$ cat config.mk
export PLATFORM = sky130hd
export DESIGN_NAME = ucc_channel_control
export DESIGN_NICKNAME = d
export VERILOG_FILES = /design/src/verilog/ucc_channel_control.v
export VERILOG_INCLUDE_DIRS = /design/src /design/src/verilog
export SDC_FILE = /design/constraint.sdc
export NUM_CORES = 1
export LEC_CHECK = 0
export ABC_CLOCK_PERIOD_IN_PS = 2500
export BUFFER_PORTS_ARGS = -buffer_cell sky130_fd_sc_hd__buf_2
export CAP_MARGIN = 10
export CORE_MARGIN = 8
export CORE_UTILIZATION = 25
export DETAILED_ROUTE_END_ITERATION = 7
export HOLD_SLACK_MARGIN = 0.12
export PLACE_DENSITY = 0.4
export SLEW_MARGIN = 40
export SYNTH_ARGS = -nofsm -noshare
export SYNTH_HDL_FRONTEND = slang
export SYNTH_SLANG_ARGS = --single-unit
$ cat constraint.sdc
create_clock -name clk -period 2.5 [get_ports clk]
set_clock_uncertainty 0.2 [all_clocks]
set_input_delay 0.375 -clock clk [delete_from_list [all_inputs] [get_ports clk]]
set_output_delay 0.375 -clock clk [all_outputs]
set_load 0.005 [all_outputs]
$ cat src/verilog/ucc_map.vh
`ifndef UCC_MAP_VH
`define UCC_MAP_VH
// Register indices on the plain port
`define UCC_ADDR_W 3
`define UCC_REG_FIFO_CONTROL 3'h2
`define UCC_REG_INT_STATUS 3'h2
`define UCC_REG_LINE_CONTROL 3'h3
`define UCC_REG_MODEM_CONTROL 3'h4
`define UCC_REG_CHAN_STATUS 3'h5
`define UCC_REG_EVENTS 3'h6
// fifo_control fields
`define UCC_FC_ENABLE 0
`define UCC_FC_RX_RESET 1
`define UCC_FC_TX_RESET 2
`define UCC_FC_MODE 3
`define UCC_FC_TX_TRIG_LO 4
`define UCC_FC_RX_TRIG_LO 6
// line_control fields, then modem_control and enhanced feature bits
`define UCC_LC_STOP 2
`define UCC_LC_PAR_EN 3
`define UCC_LC_PAR_EVEN 4
`define UCC_LC_PAR_FORCE 5
`define UCC_LC_BREAK 6
`define UCC_LC_DIV_ACCESS 7
`define UCC_MC_DTR 0
`define UCC_EF_ENH 4
// Reset values
`define UCC_FC_RESET 8'h00
`define UCC_LC_RESET 8'h00
`define UCC_MC_RESET 8'h00
// Interrupt codes, bits 5..0
`define UCC_ISR_NONE 6'h01
`define UCC_ISR_LINE 6'h06
`define UCC_ISR_RXDATA 6'h04
`define UCC_ISR_RXTIMEOUT 6'h0C
`define UCC_ISR_TXEMPTY 6'h02
`define UCC_ISR_MODEM 6'h00
`define UCC_ISR_XOFF 6'h10
`define UCC_ISR_FLOW 6'h20
// Timeout: four character times in bit times
`define UCC_TIMEOUT_CHARS 4
// Bit times in one character slot, start to stop
`define UCC_CHAR_BITS 12
// Transmit trigger levels by field value
`define UCC_TX_TRIG_0 8'h08
`define UCC_TX_TRIG_1 8'h10
`define UCC_TX_TRIG_2 8'h20
`define UCC_TX_TRIG_3 8'h38
// Receive trigger levels by field value
`define UCC_RX_TRIG_0 8'h08
`define UCC_RX_TRIG_1 8'h10
`define UCC_RX_TRIG_2 8'h38
`define UCC_RX_TRIG_3 8'h3C
`endif

$ cat src/verilog/ucc_channel_control.v
// What this block does
// - Mode 0 transmit-ready low when transmit side empty
// - Mode 0 receive-ready low while data held
// - Mode 1 transmit-ready high only when full
// - Mode 1 receive-ready low on trigger/timeout
// - Transmit trigger 8/16/32/56, interrupt below level
// - Receive trigger 8/16/56/60, interrupt at level
// - Status read shows highest pending source only
// - Status read clears only reported source
// - Seven priority levels with fixed codes
// - Bit 0 low while pending, high otherwise
// - Bits 4,5 need enhanced bit; Xoff sticky
// - Bits 6,7 mirror FIFO enable
// - Word length 5..8 from field, default 5
// - Stop bits one, one and a half, or two
// - Parity enable adds and checks parity
// - Parity type odd when 0, even when 1
// - Forced parity is inverse of type bit
// - Break holds serial output low
// - Bit 7 redirects to divisor and enhanced
// - Modem bit 0 drives terminal-ready low
//
// The register offsets and the plain strobed port are this design's own decisions.
`timescale 1ns/1ps
`include "ucc_map.vh"
module ucc_channel_control #(
    parameter FIFO_DEPTH = 64,
    parameter CNT_W = 7,
    parameter BIT_CYCLES = 16
) (
    // Clock and reset
    input wire clk,
    input wire rst_n,
    // Register port
    input wire [2:0] addr,
    input wire [7:0] wdata,
    input wire wr,
    input wire rd,
    output reg [7:0] rdata,
    // Enhanced feature register bit 4 from the special register set
    input wire enh_enable,
    // FIFO and transmitter state from the data path
    input wire [CNT_W-1:0] tx_count,
    input wire tx_shift_busy,
    input wire [CNT_W-1:0] rx_count,
    input wire rx_char_in,
    input wire rx_data_read,
    // Interrupt sources
    input wire line_status_event,
    input wire modem_status_event,
    input wire xoff_event,
    input wire xon_event,
    input wire flow_event,
    // Serial side
    input wire tx_serial_raw,
    output reg tx_serial,
    output reg tx_ready_n,
    output reg rx_ready_n,
    output reg dtr_n,
    // Format and control to the data path
    output reg [3:0] data_bits,
    output reg [1:0] stop_halves,
    output reg parity_on,
    output reg parity_forced,
    output reg parity_value_even,
    output reg divisor_access,
    output reg fifo_enabled,
    output reg dma_mode,
    output reg rx_fifo_clear,
    output reg tx_fifo_clear,
    output reg int_pending
);

reg [7:0] line_control;
reg [7:0] modem_control;
reg [5:0] fifo_cfg;
reg [7:0] tx_level;
reg [7:0] rx_level;
// Pending sources, one flag per priority level except received data, which comes from the count
reg p_line;
reg p_rxto;
reg p_tx;
reg p_modem;
reg p_xoff;
reg p_flow;
reg xoff_held;
reg rx_mode1_active;
reg [15:0] to_cnt;
reg [5:0] cur_code;
reg [5:0] next_code;
reg [CNT_W-1:0] tx_count_q;

// Timeout length: bit time, times bits per character, times four characters
localparam integer TO_FULL = BIT_CYCLES * `UCC_CHAR_BITS * `UCC_TIMEOUT_CHARS;
localparam [15:0] TO_CYCLES = TO_FULL[15:0];

// The two directions use different tables; receive reaches nearly full
function [7:0] tx_trig;
    input [1:0] sel;
    begin
        case (sel)
            2'h0: tx_trig = `UCC_TX_TRIG_0;
            2'h1: tx_trig = `UCC_TX_TRIG_1;
            2'h2: tx_trig = `UCC_TX_TRIG_2;
            default: tx_trig = `UCC_TX_TRIG_3;
        endcase
    end
endfunction

function [7:0] rx_trig;
    input [1:0] sel;
    begin
        case (sel)
            2'h0: rx_trig = `UCC_RX_TRIG_0;
            2'h1: rx_trig = `UCC_RX_TRIG_1;
            2'h2: rx_trig = `UCC_RX_TRIG_2;
            default: rx_trig = `UCC_RX_TRIG_3;
        endcase
    end
endfunction

// Index match; a hidden slot answers to nothing while divisor access is set
function reg_hit;
    input [2:0] a;
    input [2:0] idx;
    input hidden;
    begin
        reg_hit = (a == idx) && !hidden;
    end
endfunction

// Block transfer mode needs both the enable and the mode bit
function block_mode;
    input [5:0] cfg;
    begin
        block_mode = cfg[0] & cfg[1];
    end
endfunction

wire div_on = line_control[`UCC_LC_DIV_ACCESS];
wire isr_read = rd && reg_hit(addr, `UCC_REG_INT_STATUS, div_on);
wire fc_write = wr && reg_hit(addr, `UCC_REG_FIFO_CONTROL, div_on);
wire lc_write = wr && reg_hit(addr, `UCC_REG_LINE_CONTROL, 1'b0);
wire mc_write = wr && reg_hit(addr, `UCC_REG_MODEM_CONTROL, 1'b0);
wire [7:0] tx_cnt8 = {{(8-CNT_W){1'b0}}, tx_count};
wire [7:0] rx_cnt8 = {{(8-CNT_W){1'b0}}, rx_count};
wire rx_at_trig = fifo_enabled ? (rx_cnt8 >= rx_level) : (rx_count != 0);
wire tx_below = fifo_enabled ? (tx_cnt8 < tx_level) : (tx_count == 0);
wire [CNT_W:0] depth_w = FIFO_DEPTH[CNT_W:0];
wire tx_full = ({1'b0, tx_count} >= depth_w);
// Tracks whether the transmit count just fell, so the empty event fires once
wire tx_count_fell = (tx_count < tx_count_q) || (!fifo_enabled && tx_count == 0
    && tx_count_q != 0);
// Timeout only meaningful with data below the trigger level
wire to_armed = fifo_enabled && (rx_count != 0) && !rx_at_trig;

// Priority encoder: only one source is ever presented
always @*
begin
    if (p_line)
        next_code = `UCC_ISR_LINE;
    else if (rx_at_trig)
        next_code = `UCC_ISR_RXDATA;
    else if (p_rxto)
        next_code = `UCC_ISR_RXTIMEOUT;
    else if (p_tx)
        next_code = `UCC_ISR_TXEMPTY;
    else if (p_modem)
        next_code = `UCC_ISR_MODEM;
    else if (p_xoff && enh_enable)
        next_code = `UCC_ISR_XOFF;
    else if (p_flow && enh_enable)
        next_code = `UCC_ISR_FLOW;
    else
        next_code = `UCC_ISR_NONE;
end

always @(posedge clk)
begin
    if (!rst_n)
    begin
        line_control <= `UCC_LC_RESET;
        modem_control <= `UCC_MC_RESET;
        fifo_cfg <= 6'h00;
        rx_fifo_clear <= 1'b0;
        tx_fifo_clear <= 1'b0;
        tx_level <= `UCC_TX_TRIG_0;
        rx_level <= `UCC_RX_TRIG_0;
        p_line <= 1'b0;
        p_rxto <= 1'b0;
        p_tx <= 1'b0;
        p_modem <= 1'b0;
        p_xoff <= 1'b0;
        p_flow <= 1'b0;
        xoff_held <= 1'b0;
        to_cnt <= 16'h0000;
        cur_code <= `UCC_ISR_NONE;
    end
    else
    begin
        rx_fifo_clear <= 1'b0;
        tx_fifo_clear <= 1'b0;
        if (lc_write)
            line_control <= wdata;
        if (mc_write)
            modem_control <= wdata;
        if (fc_write)
        begin
            // Other fields land only alongside the enable bit
            if (wdata[`UCC_FC_ENABLE])
            begin
                fifo_cfg <= {wdata[7:4], wdata[`UCC_FC_MODE], 1'b1};
                tx_level <= tx_trig(wdata[`UCC_FC_TX_TRIG_LO +: 2]);
                rx_level <= rx_trig(wdata[`UCC_FC_RX_TRIG_LO +: 2]);
                // Clear strobes last one cycle; the data path drops its counts on them
                rx_fifo_clear <= wdata[`UCC_FC_RX_RESET];
                tx_fifo_clear <= wdata[`UCC_FC_TX_RESET];
            end
            else
                fifo_cfg[0] <= 1'b0;
        end
        // Timeout counter restarts on every arrival or data read
        if (!to_armed || rx_char_in || rx_data_read)
            to_cnt <= 16'h0000;
        else if (to_cnt != TO_CYCLES)
            to_cnt <= to_cnt + 16'h0001;
        // Sources: a new event beats the clear of the same cycle, except transmit empty, which sets only when not pending
        if (line_status_event)
            p_line <= 1'b1;
        else if (isr_read && cur_code == `UCC_ISR_LINE)
            p_line <= 1'b0;
        // Timeout falls away by itself once data is read or the trigger is met
        if (to_armed && to_cnt == TO_CYCLES - 16'h0001)
            p_rxto <= 1'b1;
        else if (rx_data_read || !to_armed)
            p_rxto <= 1'b0;
        if (tx_below && !p_tx && tx_count_fell)
            p_tx <= 1'b1;
        else if (isr_read && cur_code == `UCC_ISR_TXEMPTY)
            p_tx <= 1'b0;
        else if (!tx_below)
            p_tx <= 1'b0;
        if (modem_status_event)
            p_modem <= 1'b1;
        else if (isr_read && cur_code == `UCC_ISR_MODEM)
            p_modem <= 1'b0;
        if (xoff_event)
            xoff_held <= 1'b1;
        else if (xon_event)
            xoff_held <= 1'b0;
        if (xoff_event)
            p_xoff <= 1'b1;
        else if (xon_event)
            p_xoff <= 1'b0;
        if (flow_event)
            p_flow <= 1'b1;
        else if (isr_read && cur_code == `UCC_ISR_FLOW)
            p_flow <= 1'b0;
        cur_code <= next_code;
    end
end

// Read data stand only in the cycle after the strobe, zero otherwise
always @(posedge clk)
begin
    if (!rst_n)
        rdata <= 8'h00;
    else
    begin
        rdata <= 8'h00;
        if (rd)
        begin
            case (addr)
                `UCC_REG_INT_STATUS:
                begin
                    // Hidden behind divisor access, like the clear that goes with it
                    if (!div_on)
                        rdata <= {{2{fifo_enabled}}, cur_code};
                end
                `UCC_REG_LINE_CONTROL:
                    rdata <= line_control;
                `UCC_REG_MODEM_CONTROL:
                    rdata <= modem_control;
                `UCC_REG_CHAN_STATUS:
                    rdata <= {2'h0, xoff_held, tx_full, fifo_cfg[1], fifo_enabled,
                        rx_ready_n, tx_ready_n};
                `UCC_REG_EVENTS:
                    // Pending flags for polling; this read clears none of them
                    rdata <= {2'h0, p_flow, p_xoff, p_modem, p_tx, p_rxto, p_line};
                default:
                    rdata <= 8'h00;
            endcase
        end
    end
end

// Previous transmit count for the falling-edge test above
always @(posedge clk)
begin
    if (!rst_n)
        tx_count_q <= {CNT_W{1'b0}};
    else
        tx_count_q <= tx_count;
end

// Mode 1 receive-ready latches until the FIFO drains
always @(posedge clk)
begin
    if (!rst_n)
        rx_mode1_active <= 1'b0;
    else if (rx_at_trig || p_rxto)
        rx_mode1_active <= 1'b1;
    else if (rx_count == 0)
        rx_mode1_active <= 1'b0;
end

// Registered outputs
always @(posedge clk)
begin
    if (!rst_n)
    begin
        tx_ready_n <= 1'b0;
        rx_ready_n <= 1'b1;
        dtr_n <= 1'b1;
        tx_serial <= 1'b1;
        data_bits <= 4'h5;
        stop_halves <= 2'h2;
        parity_on <= 1'b0;
        parity_forced <= 1'b0;
        parity_value_even <= 1'b0;
        divisor_access <= 1'b0;
        fifo_enabled <= 1'b0;
        dma_mode <= 1'b0;
        int_pending <= 1'b0;
    end
    else
    begin
        fifo_enabled <= fifo_cfg[0];
        dma_mode <= block_mode(fifo_cfg);
        if (block_mode(fifo_cfg))
        begin
            // Block mode: transmit-ready only marks a full FIFO
            tx_ready_n <= tx_full;
            rx_ready_n <= !(rx_mode1_active || rx_at_trig || p_rxto);
        end
        else
        begin
            // Single mode ignores the trigger; any held character counts
            tx_ready_n <= (tx_count != 0) || tx_shift_busy;
            rx_ready_n <= (rx_count == 0);
        end
        dtr_n <= !modem_control[`UCC_MC_DTR];
        // Break forces the line low without disturbing the transmitter behind it
        tx_serial <= line_control[`UCC_LC_BREAK] ? 1'b0 : tx_serial_raw;
        data_bits <= 4'h5 + {2'h0, line_control[1:0]};
        // Half bit times modulo four: 2 is one, 3 one and a half, 0 two
        if (!line_control[`UCC_LC_STOP])
            stop_halves <= 2'h2;
        else if (line_control[1:0] == 2'h0)
            stop_halves <= 2'h3;
        else
            stop_halves <= 2'h0;
        parity_on <= line_control[`UCC_LC_PAR_EN];
        parity_forced <= line_control[`UCC_LC_PAR_EN] & line_control[`UCC_LC_PAR_FORCE];
        // Forced: 1 when type is 0; otherwise type selects even
        parity_value_even <= line_control[`UCC_LC_PAR_FORCE] ?
            !line_control[`UCC_LC_PAR_EVEN] : line_control[`UCC_LC_PAR_EVEN];
        divisor_access <= line_control[`UCC_LC_DIV_ACCESS];
        // Same encoder and same edge as the status code, so both always agree
        int_pending <= (next_code != `UCC_ISR_NONE);
    end
end

endmodule

== Yosys cells after proc, flatten, opt, wreduce, memory -nomap -nowiden ==
Cells that the tools add are included.
Word-level totals
  output and inout bits: 27
  register bits after elaboration: 97
  logic and storage cells: 145
Operators by class
  mux-type cells: 34
  add/sub/neg operators: 2
  magnitude comparators: 4
  bitwise operators: 3
  eq/ne operators: 16
  reductions and logical operators: 54
Operators with widths (number)
  $mux 6: 7
  $pmux 8 s5: 1
  $pmux 6 s3: 2
  $mux 1: 22
  $reduce_bool 7->1: 3
  $logic_and 1x1->1: 18
  $add 16x1->16 const B: 1
  $eq 16x10->1 const B: 1
  $ne 16x10->1 const B: 1
  $logic_not 7->1: 2
  $reduce_bool 2->1: 6
  $eq 3x3->1 const B: 3
  $ge 7x8->1: 1
  $logic_not 1->1: 8
  $logic_or 1x1->1: 8
  $lt 7x8->1: 1
  $mux 8: 1
  $ge 7x7->1 const B: 1
  $lt 7x7->1: 1
  $eq 3x2->1 const B: 2
  $eq 6x2->1 const B: 1
  $eq 6x3->1 const B: 1
  $eq 6x6->1 const B: 1
  $logic_not 2->1: 3
  12 further kinds: 17

== Logic depth before layout (Yosys ltp) ==
Gate-level depths: netlist of the first run.
  depth after elaboration: 9
  gate-level depth with buffers: 8

== Least setup slack after synthesis of the first run ==
Ideal clock, no wire load.
  path type: in2reg
  start point: in rx_count[2]
  end point: reg cur_code[5]
  path slack: 390 ps
  buffers on the path: 0
  setup time: 61 ps
  required time: 2239 ps
  stages: 7
  data arrival time: 1849 ps
  path through: inv_1 ha_1 nor4bb_1 o311ai_1 a21oi_2 or3_1 and4bb_1
Between the ends
  longest elaborated chain between the ends: 4
RTL lines
  start: declaration: line ucc_channel_control.v:45  | input wire [CNT_W-1:0] rx_count,
  $ge 7x8->1 / $reduce_bool 7->1 (equally long branches): line ucc_channel_control.v:147  | wire rx_at_trig = fifo_enabled ? (rx_cnt8 >= rx_level) : (rx_count != 0);
  $mux 1 *: line ucc_channel_control.v:147
  $mux 6 *: line ucc_channel_control.v:162  | else if (rx_at_trig)
  $mux 6 *: line ucc_channel_control.v:160  | if (p_line)
  end signal: assignment: line ucc_channel_control.v:197  | cur_code <= `UCC_ISR_NONE;
  end signal: assignment: line ucc_channel_control.v:259  | cur_code <= next_code;
  end: declaration: line ucc_channel_control.v:89  | reg [5:0] cur_code;
Mark *: on every way between the ends. The rest lies on a longest branch, timed or not.
A chain may end at the register's enable or synchronous reset.

== Worst setup path after layout of the first run ==
  start point: in tx_count[5]
  end point: reg p_tx
Between the ends
  longest elaborated chain between the ends: 6
RTL lines
  start: declaration: line ucc_channel_control.v:43  | input wire [CNT_W-1:0] tx_count,
  parallel branches: the longest is 6 deep, another holds $lt 7x8->1
  end signal: assignment: line ucc_channel_control.v:238  | p_tx <= 1'b1;
  end signal: assignment: line ucc_channel_control.v:240  | p_tx <= 1'b0;
  end signal: assignment: line ucc_channel_control.v:242  | p_tx <= 1'b0;
  end: declaration: line ucc_channel_control.v:82  | reg p_tx;
Several ways; the timed one is not identified.

==> results of run 1 <==
-- synthesized netlist by cell type (all sizes together) (3+ instances only) --
| library cell | n |
|---|---|
| dfxtp | 88 |
| a22o | 6 |
| nor3 | 8 |
| nor2 | 35 |
| nor2b | 7 |
| clkbuf | 15 |
| a21boi | 21 |
| nand2 | 69 |
| a21oi | 5 |
| mux2i | 7 |
| nand4 | 4 |
| or4 | 5 |
| a22oi | 7 |
| and4 | 3 |
| nor4 | 3 |
| o311a | 3 |
| o21a | 8 |
| nor3b | 4 |
| nand3 | 16 |
| o21ai | 14 |
| inv | 25 |
| xor2 | 5 |
| xnor2 | 10 |
| and2 | 16 |
| and3 | 8 |
| ha | 19 |
| nand3b | 5 |
-- registers in the layout, summed over array words and instances, names as in the netlist, 2 cells and up --
| signal | flops |
|---|---|
| tx_count_q | 7 |
| to_cnt | 16 |
| cur_code | 6 |
| tx_level | 3 |
| line_control | 8 |
| data_bits | 4 |
| stop_halves | 2 |
| modem_control | 8 |
| rdata | 8 |
| fifo_cfg | 2 |
| rx_level | 4 |
-- placed cells by master (no fill, tap or decap), types with 9 or more instances in the layout --
master,count
nand2_1,69
xnor2_1,10
o21ai_0,13
dfxtp_1,88
buf_4,11
buf_2,65
nand3_1,16
nor2_1,34
ha_1,19
inv_1,25
and2_1,16
a21boi_0,21
dlygate4sd3_1,14
clkbuf_16,9
-- layout make-up --
class	instances	area share
multi-input cells	308	0.399
flip-flops and latches	88	0.359
repair buffers	90	0.112
well taps	188	0.0479
clock buffers	10	0.0467
inverters	25	0.0191
clock inverters	6	0.0171
-- critical path: stages --
cell,delay (ps)
dlygate4sd3_1,540
buf_2,160
ha_1,300
a21o_1,190
a221o_1,330
a31oi_1,180
nor3_1,80
a211oi_1,160
-- power groups by stage --
stage / Clock (mW) / Sequential [mW] / Combinational, mW
final: 1.42 / 1.45 / 0.226
after global routing: 1.54 / 1.46 / 0.257
after CTS: 1.48 / 1.45 / 0.230
after detailed placement: 0 / 1.49 / 0.212
after global placement: 0 / 1.49 / 0.209
after floorplan: 0 / 1.48 / 0.118
-- stage by stage --
stage / total power [mW] / utilization
floorplan: 1.60 / -
global placement: 1.70 / 0.293
detailed placement: 1.70 / 0.293
CTS: 3.17 / 0.323
global route: 3.25 / 0.323
finish: 3.10 / 0.323
-- metal layers --
| metal | GRT usage | share of wire |
|---|---|---|
| met1 | 0.138 | 0.45 |
| met4 | 0.0543 | 0.016 |
| met3 | 0.0204 | 0.034 |
| met2 | 0.189 | 0.50 |
| met5 | 0 | 0 |
-- worst min-delay path by stage --
stage	from	to	slack, ps	cells past startpoint
after CTS	wdata[5]	modem_control[5]$_SDFFE_PN0P_	120	3
after global placement	modem_control[0]$_SDFFE_PN0P_	dtr_n$_SDFF_PN1_	200	1
after global routing	wdata[1]	rx_fifo_clear$_SDFF_PN0_	140	2
after detailed placement	modem_control[0]$_SDFFE_PN0P_	dtr_n$_SDFF_PN1_	190	1
after floorplan	modem_control[0]$_SDFFE_PN0P_	dtr_n$_SDFF_PN1_	170	1
final	wdata[5]	modem_control[5]$_SDFFE_PN0P_	130	3
-- kinds of logic (layout without fill, tap and decap cells) --
logic type,Yosys count,count (layout),share of synthesized area
and+or+nand+nor,191,191,0.247
muxes,7,7,0.0181
xor gates and xnor gates,15,15,0.0339
buffers and inverters,41,131,0.0407
AOI/OAI and AO/OA,76,76,0.144
adders and majority gates,19,19,0.0614
DFF,88,88,0.455
==> results.ini, run 1 <==
[power_and_ir_drop]
comb_power_share=0.073
sw_frac_of_total=0.223
ir_drop_mv=0.334
power_frac_seq=0.469
p_switching_mw=0.692
power.leakage_nw=1.98
p_clk_frac=0.458
power.internal_mw=2.41
cellPowerDensity_nw_per_um2=632

[synthesis]
synthTopCellsByArea=dfxtp_1 (45%), nand2_1 (6.7%), ha_1 (6.1%), a21boi_0 (4.1%), nor2_1 (3.3%)
ys_seq_area_frac=0.455
synth_area_sq_um=3870
syn_nets=495
synth_edf_count=0
async_flop_share=0
yosysWarnings=0
yosysTopAreaCellShare=0.455
synth-main-ff-cell=dfxtp_1
synth.distinct_cells=49
avgSynthCellArea_sq_um=8.87
synth_area_leader_cell=dfxtp_1
syn_inst=437
ys_ff_latch=88

[floorplan]
core_sq_um=15200
die_h_um=141
die_x_um=141
io_pins=66
rows=45
start_util=0.255
die_area_sq_um=19700

[cts]
cts_sinks=88
h-tree-depth=3
postCtsSetupBuffers=0
cts-root-buf=clkbuf_16
cts_tree=built
clk_pin_slew_ps=60
post_cts_resized=0
worstSkewPairLatency_ps=340
clockBufferDepth=2
hold_buffers=14
cts_buffers=9

[worst_setup_path]
r2r_setup_slack_ps=300
r2r-end=int_pending$_SDFF_PN0_
r2r_cells=7
path_max_fanout=4
crit_required_ps=2560
cp-startpoint=tx_count[5]
worstPathArrival_ps=2320
timing.rr.start=rx_level[3]$_SDFFE_PN1P_
cp-start-kind=input port
endpoint=p_tx$_SDFFE_PN0P_
path_class=input port to register
end_kind=register

[cells_and_area]
fillers=1598
stdcell_area_sq_um=4910
regArea_sq_um=1760
multi_input_area_sq_um=1960
area_delta_synth_final_pct=26.6
nets=580
drive_above_1_share=0.182
finalNonFillerCells=715
antenna_cells=0

[sta]
whs_ps=135
fin_crit_ps=2270
finalCritPeriodShare=0.906
hold_viol=0
finalSetupViolations=0
setup_tns_ps=0
rsz0062_at_grt=false
setup_ws_ps=234
tightest_slew_ps=738
relSlewSlack=0.508
fmax_mhz=441
slew_violations=0

[route]
drtAntennaViolNets=0
wl_mm=10.8
drt-vias-per-instance=4.53
num_vias=3240
drt_drc_violations_left=0
wl_per_cell_um=15.1
drtPass1Iterations=4
drt_iter0_markers=191

[global_routing]
grt_antenna_before_repair=0
grt_pass1_vias=3228
grt_pass1_wl_mm=17.5
grt_max_degree=24
track_usage=0.113
overflow=0

[placement]
place_area_sq_um=4450
place_ws_ps=132
io_buffers=65
hpwlAfterDp_mm=8.29
place_congestion=0.784
place_inst=685

[job]
drv_cap=0

[worst_hold_path]
hold_class=input port to register

[run_status]
status=completed

(Power assumes the default switching activity.)
==> run 2, diff against run 1 <==
--- a/config.mk
+++ b/config.mk
@@ -11,9 +11,11 @@
 export CAP_MARGIN = 10
 export CORE_MARGIN = 8
 export CORE_UTILIZATION = 25
+export CTS_BUF_LIST = sky130_fd_sc_hd__clkbuf_8
 export DETAILED_ROUTE_END_ITERATION = 7
 export HOLD_SLACK_MARGIN = 0.12
 export PLACE_DENSITY = 0.4
+export RECOVER_POWER = 25
 export SLEW_MARGIN = 40
 export SYNTH_ARGS = -nofsm -noshare
 export SYNTH_HDL_FRONTEND = slang
==> results.ini, run 2 (same netlist as run 1, synthesis figures left out) <==
[run_status]
status=completed

[floorplan]
io_pins=66
die_area_sq_um=19700
start_util=0.255
core_sq_um=15200
die_x_um=141
die_h_um=141
rows=45

[sta]
finalCritPeriodShare=0.904
fin_crit_ps=2260
relSlewSlack=0.471
setup_tns_ps=0
fmax_mhz=442
slew_violations=0
finalSetupViolations=0
rsz0062_at_grt=false
hold_viol=0
tightest_slew_ps=793

[placement]
place_congestion=0.784
io_buffers=65
hpwlAfterDp_mm=8.29

[global_routing]
grt_max_degree=24
grt_antenna_before_repair=0
track_usage=0.114
grt_pass1_vias=3270
grt_pass1_wl_mm=17.6
overflow=0

[route]
wl_mm=11.0
drtAntennaViolNets=0
drt_iter0_markers=179
drt-vias-per-instance=4.56
drt_drc_violations_left=0
drtPass1Iterations=4
wl_per_cell_um=15.2
num_vias=3291

[power_and_ir_drop]
power.internal_mw=2.10
p_switching_mw=0.666
comb_power_share=0.085
power.leakage_nw=1.94
cellPowerDensity_nw_per_um2=569
sw_frac_of_total=0.241
power_frac_seq=0.526
ir_drop_mv=0.225
p_clk_frac=0.389

[cts]
h-tree-depth=3
cts_buffers=9
cts-root-buf=clkbuf_8
clk_pin_slew_ps=90
worstSkewPairLatency_ps=370
post_cts_resized=0
cts_sinks=88
clockBufferDepth=2
cts_tree=built

[worst_setup_path]
cp-startpoint=tx_count[5]
crit_cells=8
max_stage_delay_ps=540
crit_required_ps=2580
path_class=input port to register
r2r_cells=7
end_kind=register
path_buf_inv=2
cp-start-kind=input port
path_max_fanout=4
timing.rr.start=rx_level[3]$_SDFFE_PN1P_
cp_cell_sequence=dlygate4sd3_1 > buf_2 > ha_1 > a21o_1 > a221o_1 > a31oi_1 > nor3_1 > a211oi_1
crit_path_top_delay_cell=dlygate4sd3_1
worstPathArrival_ps=2340
cp_top_family=compound AO/OA/AOI/OAI gates

[worst_hold_path]
hold_depth=3
hold_class=input port to register
hp-start=tx_shift_busy

[cells_and_area]
mostFrequentLayoutCells=dfxtp_1 (88), nand2_1 (69), buf_2 (60)
antenna_cells=0
nets=587
area_delta_synth_final_pct=25.4
largest_reg_flops=16
layout_commonest_cell=dfxtp_1
fin_util=0.320
drive_above_1_share=0.167
max_flop_register=to_cnt

[job]
drv_cap=0

## run 2: cell count changes in the layout (fill, tap and decap cells not counted)
cell	before	now
clkbuf_2	0	1
dlygate4sd3_1	14	21
and2_1	16	14
clkbuf_16	9	0
and2_0	0	2
clkbuf_8	0	9
buf_4	11	8
inv_1	25	26
buf_2	65	60
clkbuf_1	1	7
## run 2: worst reg2reg max path, cell delays in order, from the launching register on
cell and delay, ps:
dfxtp_1 330, inv_1 40, ha_1 270, nor4bb_1 130, o311ai_1 370, a21oi_2 160
or3_1 380, o21a_1 210
## run 2: worst paths after layout
path                                  to  slack [ps]
setup / recovery       p_tx$_SDFFE_PN0P_         240
hold / removal     tx_ready_n$_SDFF_PN0_         140
setup reg to reg  int_pending$_SDFF_PN0_         300
hold reg to reg         dtr_n$_SDFF_PN1_         220
## run 2: repair_timing
item / in CTS / in global routing
endpoints found under the hold margin: 29 / 0
buffers inserted: 0 / 0
hold buffers: 21 / 0
## run 2: final cells by class
type	instances	area, sq um
fill	1622	10300
tap	188	235
clock buffer	9	124
timing repair buffer	97	602
sequential	88	1760
multi-input combinational	308	1960
clock inverter	7	87.6
inverter	25	93.8
## run 2: power by group through the flow
stage          clock (mW)  combinational (mW)  sequential [mW]
2_1_floorplan           0               0.118             1.48
3_3_place_gp            0               0.209             1.49
3_5_place_dp            0               0.212             1.49
4_1_cts              1.12               0.239             1.45
5_1_grt              1.19               0.265             1.46
6_report             1.08               0.234             1.45
## run 2: metrics by stage
step                worst slack, ps  area [sq um]  total power [mW]  hold slack, ps  cells
floorplan                       390          3870              1.60             171    437
global placement                167          4450              1.70             195    685
detailed placement              132          4450              1.70             192    685
CTS                             252          4880              2.82             120    722
global route                   97.0          4860              2.91             139    722
finish                          239          4860              2.76             139    722
## run 2: layer usage
layer,wire (um),part of all wire,up-vias,track usage
li1,-,-,1687,-
met1,5110,0.47,1548,0.139
met2,5390,0.49,45,0.191
met3,255,0.023,11,0.0194
met4,200,0.018,0,0.0583
met5,0,0,-,0
